**config.mk**
```make
export PLATFORM = sky130hd
export DESIGN_NAME = dgt_timers
export DESIGN_NICKNAME = d
export VERILOG_FILES = /design/src/include/dgt_pkg.sv /design/src/verilog/dgt_timers.sv
export VERILOG_INCLUDE_DIRS = /design/src /design/src/include
export SDC_FILE = /design/constraint.sdc
export NUM_CORES = 1
export LEC_CHECK = 0
export BUFFER_PORTS_ARGS = -buffer_cell sky130_fd_sc_hd__buf_4
export CAP_MARGIN = 30
export CORE_MARGIN = 2
export CORE_UTILIZATION = 32
export CTS_BUF_LIST = sky130_fd_sc_hd__clkbuf_8
export CTS_CLUSTER_DIAMETER = 150
export DETAILED_ROUTE_END_ITERATION = 6
export PLACE_DENSITY_LB_ADDON = 0.2
export SETUP_SLACK_MARGIN = 0.15
export SYNTH_ARGS = -nofsm -noshare
export SYNTH_HDL_FRONTEND = slang
export SYNTH_SLANG_ARGS = --single-unit
export TNS_END_PERCENT = 5
```
**constraint.sdc**
```tcl
create_clock -name clk -period 3.97 [get_ports clk]
set_input_delay 0.1985 -clock clk [delete_from_list [all_inputs] [get_ports clk]]
set_output_delay 0.1985 -clock clk [all_outputs]
set_load 0.01 [all_outputs]
```
**src/include/dgt_defs.svh**
```systemverilog
`ifndef DGT_DEFS_SVH
`define DGT_DEFS_SVH

// byte addresses on the register port
`define DGT_A_LOAD      32'hFFFF_0300
`define DGT_A_VAL_LO    32'hFFFF_0304
`define DGT_A_VAL_HI    32'hFFFF_0308
`define DGT_A_CTRL      32'hFFFF_030C
`define DGT_A_RELOAD    32'hFFFF_0310
`define DGT_B_LOAD      32'hFFFF_0320
`define DGT_B_VALUE     32'hFFFF_0324
`define DGT_B_CTRL      32'hFFFF_0328
`define DGT_B_IRQ_CLR   32'hFFFF_032C
`define DGT_B_SNAP      32'hFFFF_0330

// control fields
`define DGT_CAP_EN      17
`define DGT_EVT_HI      16
`define DGT_EVT_LO      12
`define DGT_SRC_HI      11
`define DGT_SRC_LO      9
`define DGT_UP          8
`define DGT_EN          7
`define DGT_PERIODIC    6
`define DGT_FMT_HI      5
`define DGT_FMT_LO      4
`define DGT_WIDE        4
`define DGT_PRE_HI      3
`define DGT_CTRL_HI     17

// writable bits of each control register
`define DGT_A_CTRL_MASK 18'h3_F1DF
`define DGT_B_CTRL_MASK 18'h3_FFFF
`define DGT_RESET_VAL   32'h0000_0000

// prescaler decode and time-of-day limits
`define DGT_PRE_DIV1    4'h0
`define DGT_PRE_DIV16   4'h4
`define DGT_PRE_DIV256  4'h8
`define DGT_PRE_DIV32K  4'hF
`define DGT_HUND_MAX    8'h63
`define DGT_MINSEC_MAX  8'h3B
`define DGT_HOUR23_MAX  8'h17
`define DGT_HOUR255_MAX 8'hFF

`endif

```
**src/include/dgt_pkg.sv**
```systemverilog
`default_nettype none
package dgt_pkg;

    typedef enum logic [2:0] {
        DGT_SRC_CORE  = 3'h0,
        DGT_SRC_OSC   = 3'h1,
        DGT_SRC_GPIO1 = 3'h2,
        DGT_SRC_GPIO2 = 3'h3
    } dgt_src_e;

    typedef enum logic [1:0] {
        DGT_FMT_BIN   = 2'h0,
        DGT_FMT_RSVD  = 2'h1,
        DGT_FMT_HMS23 = 2'h2,
        DGT_FMT_HMS255 = 2'h3
    } dgt_fmt_e;

endpackage
`default_nettype wire

```
**src/verilog/dgt_timers.sv**
```systemverilog
`timescale 1ns/1ns
`default_nettype none
`include "dgt_defs.svh"

module dgt_timers
    import dgt_pkg::*;
#(
    parameter int EVT_W = 32
)(
    // clock and reset
    input  wire logic        clk,
    input  wire logic        nrst,
    // register port
    input  wire logic [31:0] reg_addr,
    input  wire logic [31:0] reg_wdata,
    input  wire logic        reg_wr,
    input  wire logic        reg_rd,
    output logic      [31:0] reg_rdata,
    // clock sources and power state
    input  wire logic        osc_32k,
    input  wire logic        first_gpio_clock_pin,
    input  wire logic        second_gpio_clock_pin,
    input  wire logic        low_power,
    // capture event sources
    input  wire logic [EVT_W-1:0] event_src,
    // timer interrupts
    output logic             timer_a_irq,
    output logic             timer_b_irq
);

    // the select field is five bits wide, so no other source count can be served
    if (EVT_W != 32)
    begin
        $error("dgt_timers: event select is five bits wide, EVT_W must be 32");
    end

    function automatic logic [14:0] presc_mask(input logic [3:0] code);
        unique case (code)
            `DGT_PRE_DIV16:  presc_mask = 15'h000F;
            `DGT_PRE_DIV256: presc_mask = 15'h00FF;
            `DGT_PRE_DIV32K: presc_mask = 15'h7FFF;
            default:         presc_mask = 15'h0000;
        endcase
    endfunction

    function automatic logic [31:0] b_full(input logic [1:0] fmt);
        unique case (fmt)
            DGT_FMT_HMS23:  b_full = {`DGT_HOUR23_MAX, `DGT_MINSEC_MAX, `DGT_MINSEC_MAX,
                                      `DGT_HUND_MAX};
            DGT_FMT_HMS255: b_full = {`DGT_HOUR255_MAX, `DGT_MINSEC_MAX, `DGT_MINSEC_MAX,
                                      `DGT_HUND_MAX};
            default:        b_full = 32'hFFFF_FFFF;
        endcase
    endfunction

    // one step of an hours:minutes:seconds:hundredths count, binary fields
    function automatic logic [31:0] hms_step(input logic [31:0] v, input logic up,
                                             input logic [7:0] hmax);
        logic [7:0] h;
        logic [7:0] m;
        logic [7:0] s;
        logic [7:0] c;
        h = v[31:24];
        m = v[23:16];
        s = v[15:8];
        c = v[7:0];
        if (up)
        begin
            if (c != `DGT_HUND_MAX) c = c + 8'h01;
            else
            begin
                c = 8'h00;
                if (s != `DGT_MINSEC_MAX) s = s + 8'h01;
                else
                begin
                    s = 8'h00;
                    if (m != `DGT_MINSEC_MAX) m = m + 8'h01;
                    else
                    begin
                        m = 8'h00;
                        h = (h == hmax) ? 8'h00 : h + 8'h01;
                    end
                end
            end
        end
        else
        begin
            if (c != 8'h00) c = c - 8'h01;
            else
            begin
                c = `DGT_HUND_MAX;
                if (s != 8'h00) s = s - 8'h01;
                else
                begin
                    s = `DGT_MINSEC_MAX;
                    if (m != 8'h00) m = m - 8'h01;
                    else
                    begin
                        m = `DGT_MINSEC_MAX;
                        h = (h == 8'h00) ? hmax : h - 8'h01;
                    end
                end
            end
        end
        hms_step = {h, m, s, c};
    endfunction

    logic [15:0]       timer_a_load_r;
    logic [17:0]       timer_a_control_r;
    logic [15:0]       timer_a_value_low_r;
    logic [31:0]       timer_a_value_high_r;
    logic [31:0]       timer_b_load_r;
    logic [17:0]       timer_b_control_r;
    logic [31:0]       timer_b_value_r;
    logic [31:0]       timer_b_snapshot_r;
    logic              irq_a_r;
    logic              irq_b_r;
    logic [31:0]       rdata_r;
    logic [14:0]       pre_a_r;
    logic [14:0]       pre_b_r;
    logic [2:0]        sync1_r;
    logic [2:0]        sync2_r;
    logic [2:0]        sync3_r;
    logic [EVT_W-1:0]  evt_prev_r;

    logic wr_a_load, wr_a_ctrl, wr_a_reload, wr_b_load, wr_b_ctrl, wr_b_clr;
    assign wr_a_load   = reg_wr && (reg_addr == `DGT_A_LOAD);
    assign wr_a_ctrl   = reg_wr && (reg_addr == `DGT_A_CTRL);
    assign wr_a_reload = reg_wr && (reg_addr == `DGT_A_RELOAD);
    assign wr_b_load   = reg_wr && (reg_addr == `DGT_B_LOAD);
    assign wr_b_ctrl   = reg_wr && (reg_addr == `DGT_B_CTRL);
    assign wr_b_clr    = reg_wr && (reg_addr == `DGT_B_IRQ_CLR);

    // register writes; reserved bits are masked off, not trusted to be zero
    // reserved bits
    always_ff @(posedge clk)
    begin
        if (!nrst)
        begin
            timer_a_load_r    <= 16'h0000;
            timer_a_control_r <= 18'h0_0000;
            timer_b_load_r    <= `DGT_RESET_VAL;
            timer_b_control_r <= 18'h0_0000;
        end
        else
        begin
            if (wr_a_load) timer_a_load_r <= reg_wdata[15:0];
            if (wr_a_ctrl) timer_a_control_r <= reg_wdata[17:0] & `DGT_A_CTRL_MASK;
            if (wr_b_load) timer_b_load_r <= reg_wdata;
            if (wr_b_ctrl) timer_b_control_r <= reg_wdata[17:0] & `DGT_B_CTRL_MASK;
        end
    end

    // read data stand only in the cycle after the read strobe
    // read-only registers
    always_ff @(posedge clk)
    begin
        if (!nrst) rdata_r <= 32'h0000_0000;
        else if (!reg_rd) rdata_r <= 32'h0000_0000;
        else
        begin
            unique case (reg_addr)
                `DGT_A_LOAD:    rdata_r <= {16'h0000, timer_a_load_r};
                `DGT_A_VAL_LO:  rdata_r <= {16'h0000, timer_a_value_low_r};
                `DGT_A_VAL_HI:  rdata_r <= timer_a_value_high_r;
                `DGT_A_CTRL:    rdata_r <= {14'h0000, timer_a_control_r};
                `DGT_B_LOAD:    rdata_r <= timer_b_load_r;
                `DGT_B_VALUE:   rdata_r <= timer_b_value_r;
                `DGT_B_CTRL:    rdata_r <= {14'h0000, timer_b_control_r};
                `DGT_B_SNAP:    rdata_r <= timer_b_snapshot_r;
                default:        rdata_r <= 32'h0000_0000;
            endcase
        end
    end
    assign reg_rdata = rdata_r;

    // pin synchroniser, edge taken after the second stage
    always_ff @(posedge clk)
    begin
        if (!nrst)
        begin
            sync1_r <= 3'h0;
            sync2_r <= 3'h0;
            sync3_r <= 3'h0;
        end
        else
        begin
            sync1_r <= {second_gpio_clock_pin, first_gpio_clock_pin, osc_32k};
            sync2_r <= sync1_r;
            sync3_r <= sync2_r;
        end
    end

    logic [2:0] src_rise;
    assign src_rise = sync2_r & ~sync3_r;

    // core source halts in low power, others run on
    logic src_b;
    always_comb
    begin
        unique case (timer_b_control_r[`DGT_SRC_HI:`DGT_SRC_LO])
            DGT_SRC_CORE:  src_b = !low_power;
            DGT_SRC_OSC:   src_b = src_rise[0];
            DGT_SRC_GPIO1: src_b = src_rise[1];
            DGT_SRC_GPIO2: src_b = src_rise[2];
            default:       src_b = 1'b0;
        endcase
    end

    logic src_a;
    assign src_a = !low_power;

    logic tick_a;
    logic tick_b;
    assign tick_a = timer_a_control_r[`DGT_EN] && src_a
                    && ((pre_a_r & presc_mask(timer_a_control_r[`DGT_PRE_HI:0]))
                        == presc_mask(timer_a_control_r[`DGT_PRE_HI:0]));
    assign tick_b = timer_b_control_r[`DGT_EN] && src_b
                    && ((pre_b_r & presc_mask(timer_b_control_r[`DGT_PRE_HI:0]))
                        == presc_mask(timer_b_control_r[`DGT_PRE_HI:0]));

    always_ff @(posedge clk)
    begin
        if (!nrst)
        begin
            pre_a_r <= 15'h0000;
            pre_b_r <= 15'h0000;
        end
        else
        begin
            if (timer_a_control_r[`DGT_EN] && src_a) pre_a_r <= pre_a_r + 15'h0001;
            if (timer_b_control_r[`DGT_EN] && src_b) pre_b_r <= pre_b_r + 15'h0001;
        end
    end

    // timer A terminal detection
    logic a_wide;
    logic a_up;
    logic a_term;
    assign a_wide = timer_a_control_r[`DGT_WIDE];
    assign a_up   = timer_a_control_r[`DGT_UP] || a_wide;
    assign a_term = a_wide ? ({timer_a_value_high_r, timer_a_value_low_r} == 48'hFFFF_FFFF_FFFF)
                           : (a_up ? (timer_a_value_low_r == 16'hFFFF)
                                   : (timer_a_value_low_r == 16'h0000));

    always_ff @(posedge clk)
    begin
        if (!nrst)
        begin
            timer_a_value_low_r  <= 16'h0000;
            timer_a_value_high_r <= 32'h0000_0000;
        end
        else if (wr_a_reload)
        begin
            timer_a_value_low_r  <= a_wide ? 16'h0000 : timer_a_load_r;
            timer_a_value_high_r <= 32'h0000_0000;
        end
        else if (tick_a)
        begin
            if (a_wide)
                {timer_a_value_high_r, timer_a_value_low_r} <=
                    {timer_a_value_high_r, timer_a_value_low_r} + 48'h0000_0000_0001;
            else if (a_term)
                timer_a_value_low_r <= timer_a_control_r[`DGT_PERIODIC] ? timer_a_load_r
                                       : (a_up ? 16'h0000 : 16'hFFFF);
            else if (a_up)
                timer_a_value_low_r <= timer_a_value_low_r + 16'h0001;
            else
                timer_a_value_low_r <= timer_a_value_low_r - 16'h0001;
        end
    end

    // timer B
    logic [1:0]  b_fmt;
    logic        b_up;
    logic        b_hms;
    logic        b_term;
    logic [31:0] b_max;
    assign b_fmt  = timer_b_control_r[`DGT_FMT_HI:`DGT_FMT_LO];
    assign b_up   = timer_b_control_r[`DGT_UP];
    assign b_hms  = b_fmt[1];
    assign b_max  = b_full(b_fmt);
    assign b_term = b_up ? (timer_b_value_r == b_max) : (timer_b_value_r == 32'h0000_0000);

    always_ff @(posedge clk)
    begin
        if (!nrst) timer_b_value_r <= `DGT_RESET_VAL;
        else if (wr_b_clr) timer_b_value_r <= timer_b_load_r;
        else if (tick_b)
        begin
            if (b_term)
                timer_b_value_r <= timer_b_control_r[`DGT_PERIODIC] ? timer_b_load_r
                                   : (b_up ? 32'h0000_0000 : b_max);
            else if (b_hms)
                timer_b_value_r <= hms_step(timer_b_value_r, b_up, b_max[31:24]);
            else if (b_up)
                timer_b_value_r <= timer_b_value_r + 32'h0000_0001;
            else
                timer_b_value_r <= timer_b_value_r - 32'h0000_0001;
        end
    end

    // capture on every rise of the selected event source
    logic b_evt_rise;
    assign b_evt_rise = event_src[timer_b_control_r[`DGT_EVT_HI:`DGT_EVT_LO]]
                        && !evt_prev_r[timer_b_control_r[`DGT_EVT_HI:`DGT_EVT_LO]];

    always_ff @(posedge clk)
    begin
        if (!nrst)
        begin
            evt_prev_r         <= '0;
            timer_b_snapshot_r <= 32'h0000_0000;
        end
        else
        begin
            evt_prev_r <= event_src;
            if (timer_b_control_r[`DGT_CAP_EN] && b_evt_rise)
                timer_b_snapshot_r <= timer_b_value_r;
        end
    end

    // interrupt flags: a terminal tick in the clearing cycle still sets B; for A the reload write wins
    always_ff @(posedge clk)
    begin
        if (!nrst)
        begin
            irq_a_r <= 1'b0;
            irq_b_r <= 1'b0;
        end
        else
        begin
            if (tick_a && a_term && !wr_a_reload) irq_a_r <= 1'b1;
            else if (wr_a_reload) irq_a_r <= 1'b0;
            if (tick_b && b_term) irq_b_r <= 1'b1;
            else if (wr_b_clr) irq_b_r <= 1'b0;
        end
    end
    assign timer_a_irq = irq_a_r;
    assign timer_b_irq = irq_b_r;
endmodule

`default_nettype wire
```
# Word-level counts from Yosys, hierarchy flattened
# Cells that the tools add are included.
# word_totals
register_bits	297
latchBits	0
mem_bits_rw	0
romBits	0
input_bits	104
out_inout_bits	34
elab_cells	168
n_memories	0
# op_classes
addsub	15
mul	0
div	0
order_cmp	1
eq_ne	36
n_shift	0
n_mux	55
bitwise	5
n_reduce_logical	36
# op_table
cell	count
equality test 32 bit (second input constant)	10
one-hot mux 32 bit (8 select lines)	1
2-to-1 mux 32 bit	7
2-to-1 mux 8 bit	24
2-to-1 mux 16 bit	8
one-hot mux 15 bit (3 select lines)	2
one-hot mux 32 bit (2 select lines)	1
adder 48 x 1 -> 48 bit (second input constant)	1
equality test 48 bit (second input constant)	1
adder 32 x 1 -> 32 bit (second input constant)	1
adder 8 x 1 -> 8 bit (second input constant)	4
equality test 32 bit	1
zero test 32 bit	1
subtractor 32 x 1 -> 32 bit (second input constant)	1
subtractor 8 x 1 -> 8 bit (second input constant)	4
adder 15 x 1 -> 15 bit (second input constant)	2
AND 15 bit	2
equality test 15 bit	2
!= test 5 bit (second input constant)	6
nonzero test 8 bit	3
adder 16 x 1 -> 16 bit (second input constant)	1
equality test 16 bit (second input constant)	1
equality test 4 bit (second input constant)	4
zero test 16 bit	1
other kinds (26)	59

# Longest topological paths before layout
# logic_depth
word_depth	12
depth_mapped	13
mapped_depth_nobuf	12

# Worst setup path after synthesis
# Ideal clock, no wire load.
# synth_timing
path_kind	flip-flop to flip-flop
startpoint	register timer_b_control_r[8]
endpoint	register timer_b_value_r[31]
setup_time_ps	101
arrival_time_ps	3475
required_ps	3869
path_slack_ps	394
stages_incl_launch_ff	12
n_path_buf	0
synth_period_minus_slack_ps	3576
path_cell_list	dfxtp_1 clkinv_1 ha_1 a21oi_1 o2111ai_1 a31oi_1 o21ai_0 a31oi_1 o21a_1 o221ai_1 xnor2_1 o41ai_1
# synth_between
elab_chain_cells	5
word_cells_on_any_way	16
cone_classes	eq/ne (6); mux (9); reduce/logical (1)
# synth_lines
element	line_no	text
from (decl)	dgt_timers.sv:113	logic [17:0] timer_b_control_r;
from (signal assigned)	dgt_timers.sv:150	if (wr_b_ctrl) timer_b_control_r <= reg_wdata[17:0] & `DGT_B_CTRL_MASK;
2-to-1 mux 32 bit, or another cell as far along	dgt_timers.sv:296	else if (b_up)
2-to-1 mux 32 bit (on tied branches)	dgt_timers.sv:294, dgt_timers.sv:292	
2-to-1 mux 32 bit	dgt_timers.sv:291	if (b_term)
2-to-1 mux 32 bit	dgt_timers.sv:289	else if (tick_b)
2-to-1 mux 32 bit	dgt_timers.sv:288	else if (wr_b_clr) timer_b_value_r <= timer_b_load_r;
to (signal assigned)	dgt_timers.sv:288	
to (signal assigned)	dgt_timers.sv:292	timer_b_value_r <= timer_b_control_r[`DGT_PERIODIC] ? timer_b_load_r
to (signal assigned)	dgt_timers.sv:295	timer_b_value_r <= hms_step(timer_b_value_r, b_up, b_max[31:24]);
to (decl)	dgt_timers.sv:114	logic [31:0] timer_b_value_r;
# Several ways; a longest one is shown, not always the timed one. The select of a mux whose other input is x is not followed.
# A chain may end at the register's enable or synchronous reset.

# Worst setup path after layout
# layout_timing
startpoint	register timer_b_value_r[2]
endpoint	register timer_b_value_r[20]
# layout_between
elab_chain_cells	6
word_cells_on_any_way	17
cone_classes	add/sub (2); eq/ne (6); mux (6); reduce/logical (3)
# layout_lines
element	line_no	text
from (signal assigned)	dgt_timers.sv:287	if (!nrst) timer_b_value_r <= `DGT_RESET_VAL;
from (signal assigned)	dgt_timers.sv:288	
from (signal assigned)	dgt_timers.sv:292	
subtractor 32 x 1 -> 32 bit / adder 32 x 1 -> 32 bit (equally long branches)	dgt_timers.sv:299, dgt_timers.sv:297	
2-to-1 mux 32 bit	dgt_timers.sv:296	
2-to-1 mux 32 bit	dgt_timers.sv:294	else if (b_hms)
2-to-1 mux 32 bit	dgt_timers.sv:291	
2-to-1 mux 32 bit	dgt_timers.sv:289	
2-to-1 mux 32 bit	dgt_timers.sv:288	
# Several ways; a longest one is shown, not always the timed one. The select of a mux whose other input is x is not followed.

==> reports/metrics.yaml <==
yosys:
  postSynth.asyncResetShare_pct: 0
  syn_avg_cell_area_um2: 7.66
  ys_types: 93
  yosysSeqAreaShare_pct: 33.4
  synth_nets: 2487
  synth-edff-count: 0
  ys.flop_type: "dfxtp_1"
  ys_seq_elements: 297
  ys_warn_count: 0
  synthesis.instances: 2321
  syn_area_um2: 17800
worst_setup_path:
  critical_path_class: "reg -> reg"
  r2r_start: "timer_b_value_r[2]"
  crit_arrival_ns: 3.94
  required_ns: 4.47
  reg2reg_depth: 9
  start_kind: "flop"
  rr_endpoint: "timer_b_value_r[20]"
  slowest_stage: "nor4_1"
  startpoint: "timer_b_value_r[2]"
  endpoint: "timer_b_value_r[20]"
  crit_path_frequent_cell: "nor2_1"
  cp-end-kind: "flop"
  cp_max_fo: 14
  crit_path_max_incr_delay_ns: 0.57
  crit_chain: "nor4_1 > nand3_1 > or4_1 > o21ai_1 > nor2_1 > nor2_1 > a21oi_1 > a22oi_1 > nor2_1"
  rrSetupSlack_ns: 0.53
pwr:
  p_int_mw: 4.68
  ir_drop_mv: 0.201
  p_clk_share_pct: 47.1
  p_sw_mw: 1.52
  p_leak_nw: 8.23
  power.sequential.fraction_pct: 48.5
  comb_power_share_pct: 4.4
  power_density_nw_per_um2: 288
  swShare_pct: 24.5
floorplanning:
  fp-row-count: 86
  fp.dieH_um: 240
  die_w_um: 240
  die-area_um2: 57500
  core_area_um2: 55000
  ioPinCount: 138
  start_util_pct: 32.3
timing:
  final-max-slew-violation-count: 0
  clock_skew_ns: 0.0457
  slew_headroom_pct: 39.6
  min_period_ns: 3.44
  fin_crit_sh_pct: 86.6
  max_freq_mhz: 291
  tns_ns: 0
  finalHoldViolCount: 0
  tightest_slew_ns: 0.904
  finalSetupViolations: 0
  rsz0062_at_grt: "false"
grt:
  grt_max_degree: 76
  grt-ovfl-total: 0
  grt_pass1_vias: 17400
  grt_pass1_wl_um: 103000
  antenna_found_initial: 0
  track_usage_pct: 23.0
finish:
  final_cell_mix: "356 x nand2_1, 297 x dfxtp_1, 233 x nor2_1"
  area_delta_synth_final_pct: 20.8
  diodes: 0
  fin_nets: 2659
  drive_gt1_share_pct: 13.5
  instances_no_fill: 3283
  final_common_cell: "nand2_1"
worst_hold_path:
  hp-class: "in -> reg"
detailed_routing:
  viasPerCell: 5.68
  drtPass1Iterations: 7
  via_count: 18600
  wl_um: 68000
  drc: 0
  initialDrtViolationCount: 2069
  detail_route.wl_per_cell_um: 20.7
  final_antenna_net_count: 0
cts:
  cts_buffers: 52
  cts_tree: "yes"
  cts_buffer_depth: 3
  htreeDepth: 2
  root_buffer: "clkbuf_8"
  clk_latency_ns: 0.66
  clock-sinks: 297
  cts.clk_slew.worst_paths_ns: 0.07
placement:
  dp_cells: 3119
  port_buffers: 137
  gp_congestion: 0.953
  dp_hpwl_um: 49800
outcome:
  status: "finished, final reports clean"
flow_run:
  maxCapViolCount: 0
[synth_stat cells, types with 27 or more instances]
| master | instances | area (um2) |
|---|---|---|
| nor2_1 | 234 | 878 |
| dfxtp_1 | 297 | 5950 |
| and2_1 | 48 | 300 |
| inv_1 | 55 | 206 |
| a222oi_1 | 49 | 490 |
| nor3_1 | 50 | 250 |
| mux2i_1 | 30 | 300 |
| nand3_1 | 78 | 390 |
| clkbuf_1 | 128 | 480 |
| ha_1 | 60 | 751 |
| nand4_1 | 48 | 300 |
| a21o_1 | 27 | 203 |
| o21ai_0 | 87 | 435 |
| xor2_1 | 64 | 561 |
| nand2_1 | 357 | 1340 |
| a21oi_1 | 231 | 1160 |
| and3_1 | 31 | 194 |
| xnor2_1 | 59 | 517 |
[how the worst min path moves through the flow]
stage	slack, ns	from	cells past startpoint	end
finish	0.06	nrst	3	timer_b_value_r[12]
global route	0.06	nrst	3	timer_b_value_r[14]
CTS	0.02	nrst	3	timer_b_value_r[12]
detailed placement	0.41	osc_32k	2	sync1_r[0]
global placement	0.41	osc_32k	2	sync1_r[0]
floorplan	0.32	event_src[0]	2	evt_prev_r[0]
[logic make-up (layout without fill, tap and decap cells)]
group	Yosys count	after routing	synth area share, %
multiplexers	37	37	2.45
AO/OA/AOI/OAI	621	621	23.2
flip-flops	297	297	33.4
adder cells (fa/ha/maj)	62	62	4.45
XOR/XNOR	123	123	6.06
AND/OR/NAND/NOR	960	960	25.5
buffers and inverters	221	435	4.98
[metal layers]
metal  vias up  global-route usage (%)  routed length, um
li1       8747                       -                  -
met1      8886                    31.6              29900
met2       862                    36.3              30300
met3       144                    3.81               5640
met4         0                    7.94               2180
met5         -                       0                  0
[power groups by stage]
| stage | Clock [mW] | Sequential, mW | Combinational [mW] |
|---|---|---|---|
| after floorplan | 0 | 3.07 | 0.0779 |
| after global placement | 0 | 3.07 | 0.216 |
| after detailed placement | 0 | 3.07 | 0.217 |
| after CTS | 2.98 | 3.01 | 0.271 |
| after global routing | 3.13 | 3.01 | 0.289 |
| final | 2.92 | 3.01 | 0.273 |
[timing repair]
action / 4_1_cts / 5_1_grt
hold buffers: 68 / 0
gates resized for setup: 0 / 0
buffers inserted: 0 / 0
endpoints found under the hold margin: 116 / 0
[flip-flops by register name, indices dropped and copies added, names as in the netlist]
name                  cells
timer_a_control_r        14
timer_b_snapshot_r       32
timer_b_irq               1
reg_rdata                32
timer_b_value_r          32
evt_prev_r               32
timer_b_load_r           32
timer_a_load_r           16
timer_a_value_high_r     32
pre_b_r                  15
timer_a_value_low_r      16
sync1_r                   3
sync3_r                   3
timer_a_irq               1
sync2_r                   3
timer_b_control_r        18
pre_a_r                  15
[stage by stage]
step | setup WS [ns] | cell area (um2) | hold WS (ns) | power (mW) | util [%]
6_report | 0.533 | 21500 | 0.0581 | 6.20 | 39.1
5_1_grt | 0.309 | 21500 | 0.0589 | 6.43 | 39.1
4_1_cts | 0.649 | 21500 | 0.0237 | 6.26 | 39.1
3_5_place_dp | 0.635 | 19700 | 0.409 | 3.29 | 35.9
3_3_place_gp | 0.643 | 19700 | 0.409 | 3.29 | 35.9
2_1_floorplan | 0.394 | 17800 | 0.324 | 3.15 | -
[critical path: cells and delay by family (launching register included)]
kind	cells	cell delay (ns)
flops	1	0.47
compound gates	3	0.62
simple gates	6	2.19
[area by class of cell]
type	instances	area, um2
Sequential cell	297	5950
Inverter	58	223
Clock inverter	28	144
Multi-Input combinational cell	1803	11000
Fill cell	5640	33500
Timing Repair Buffer	281	2300
Clock buffer	68	936
Tap cell	748	936
No activity file was read; power rests on OpenSTA's default activity.
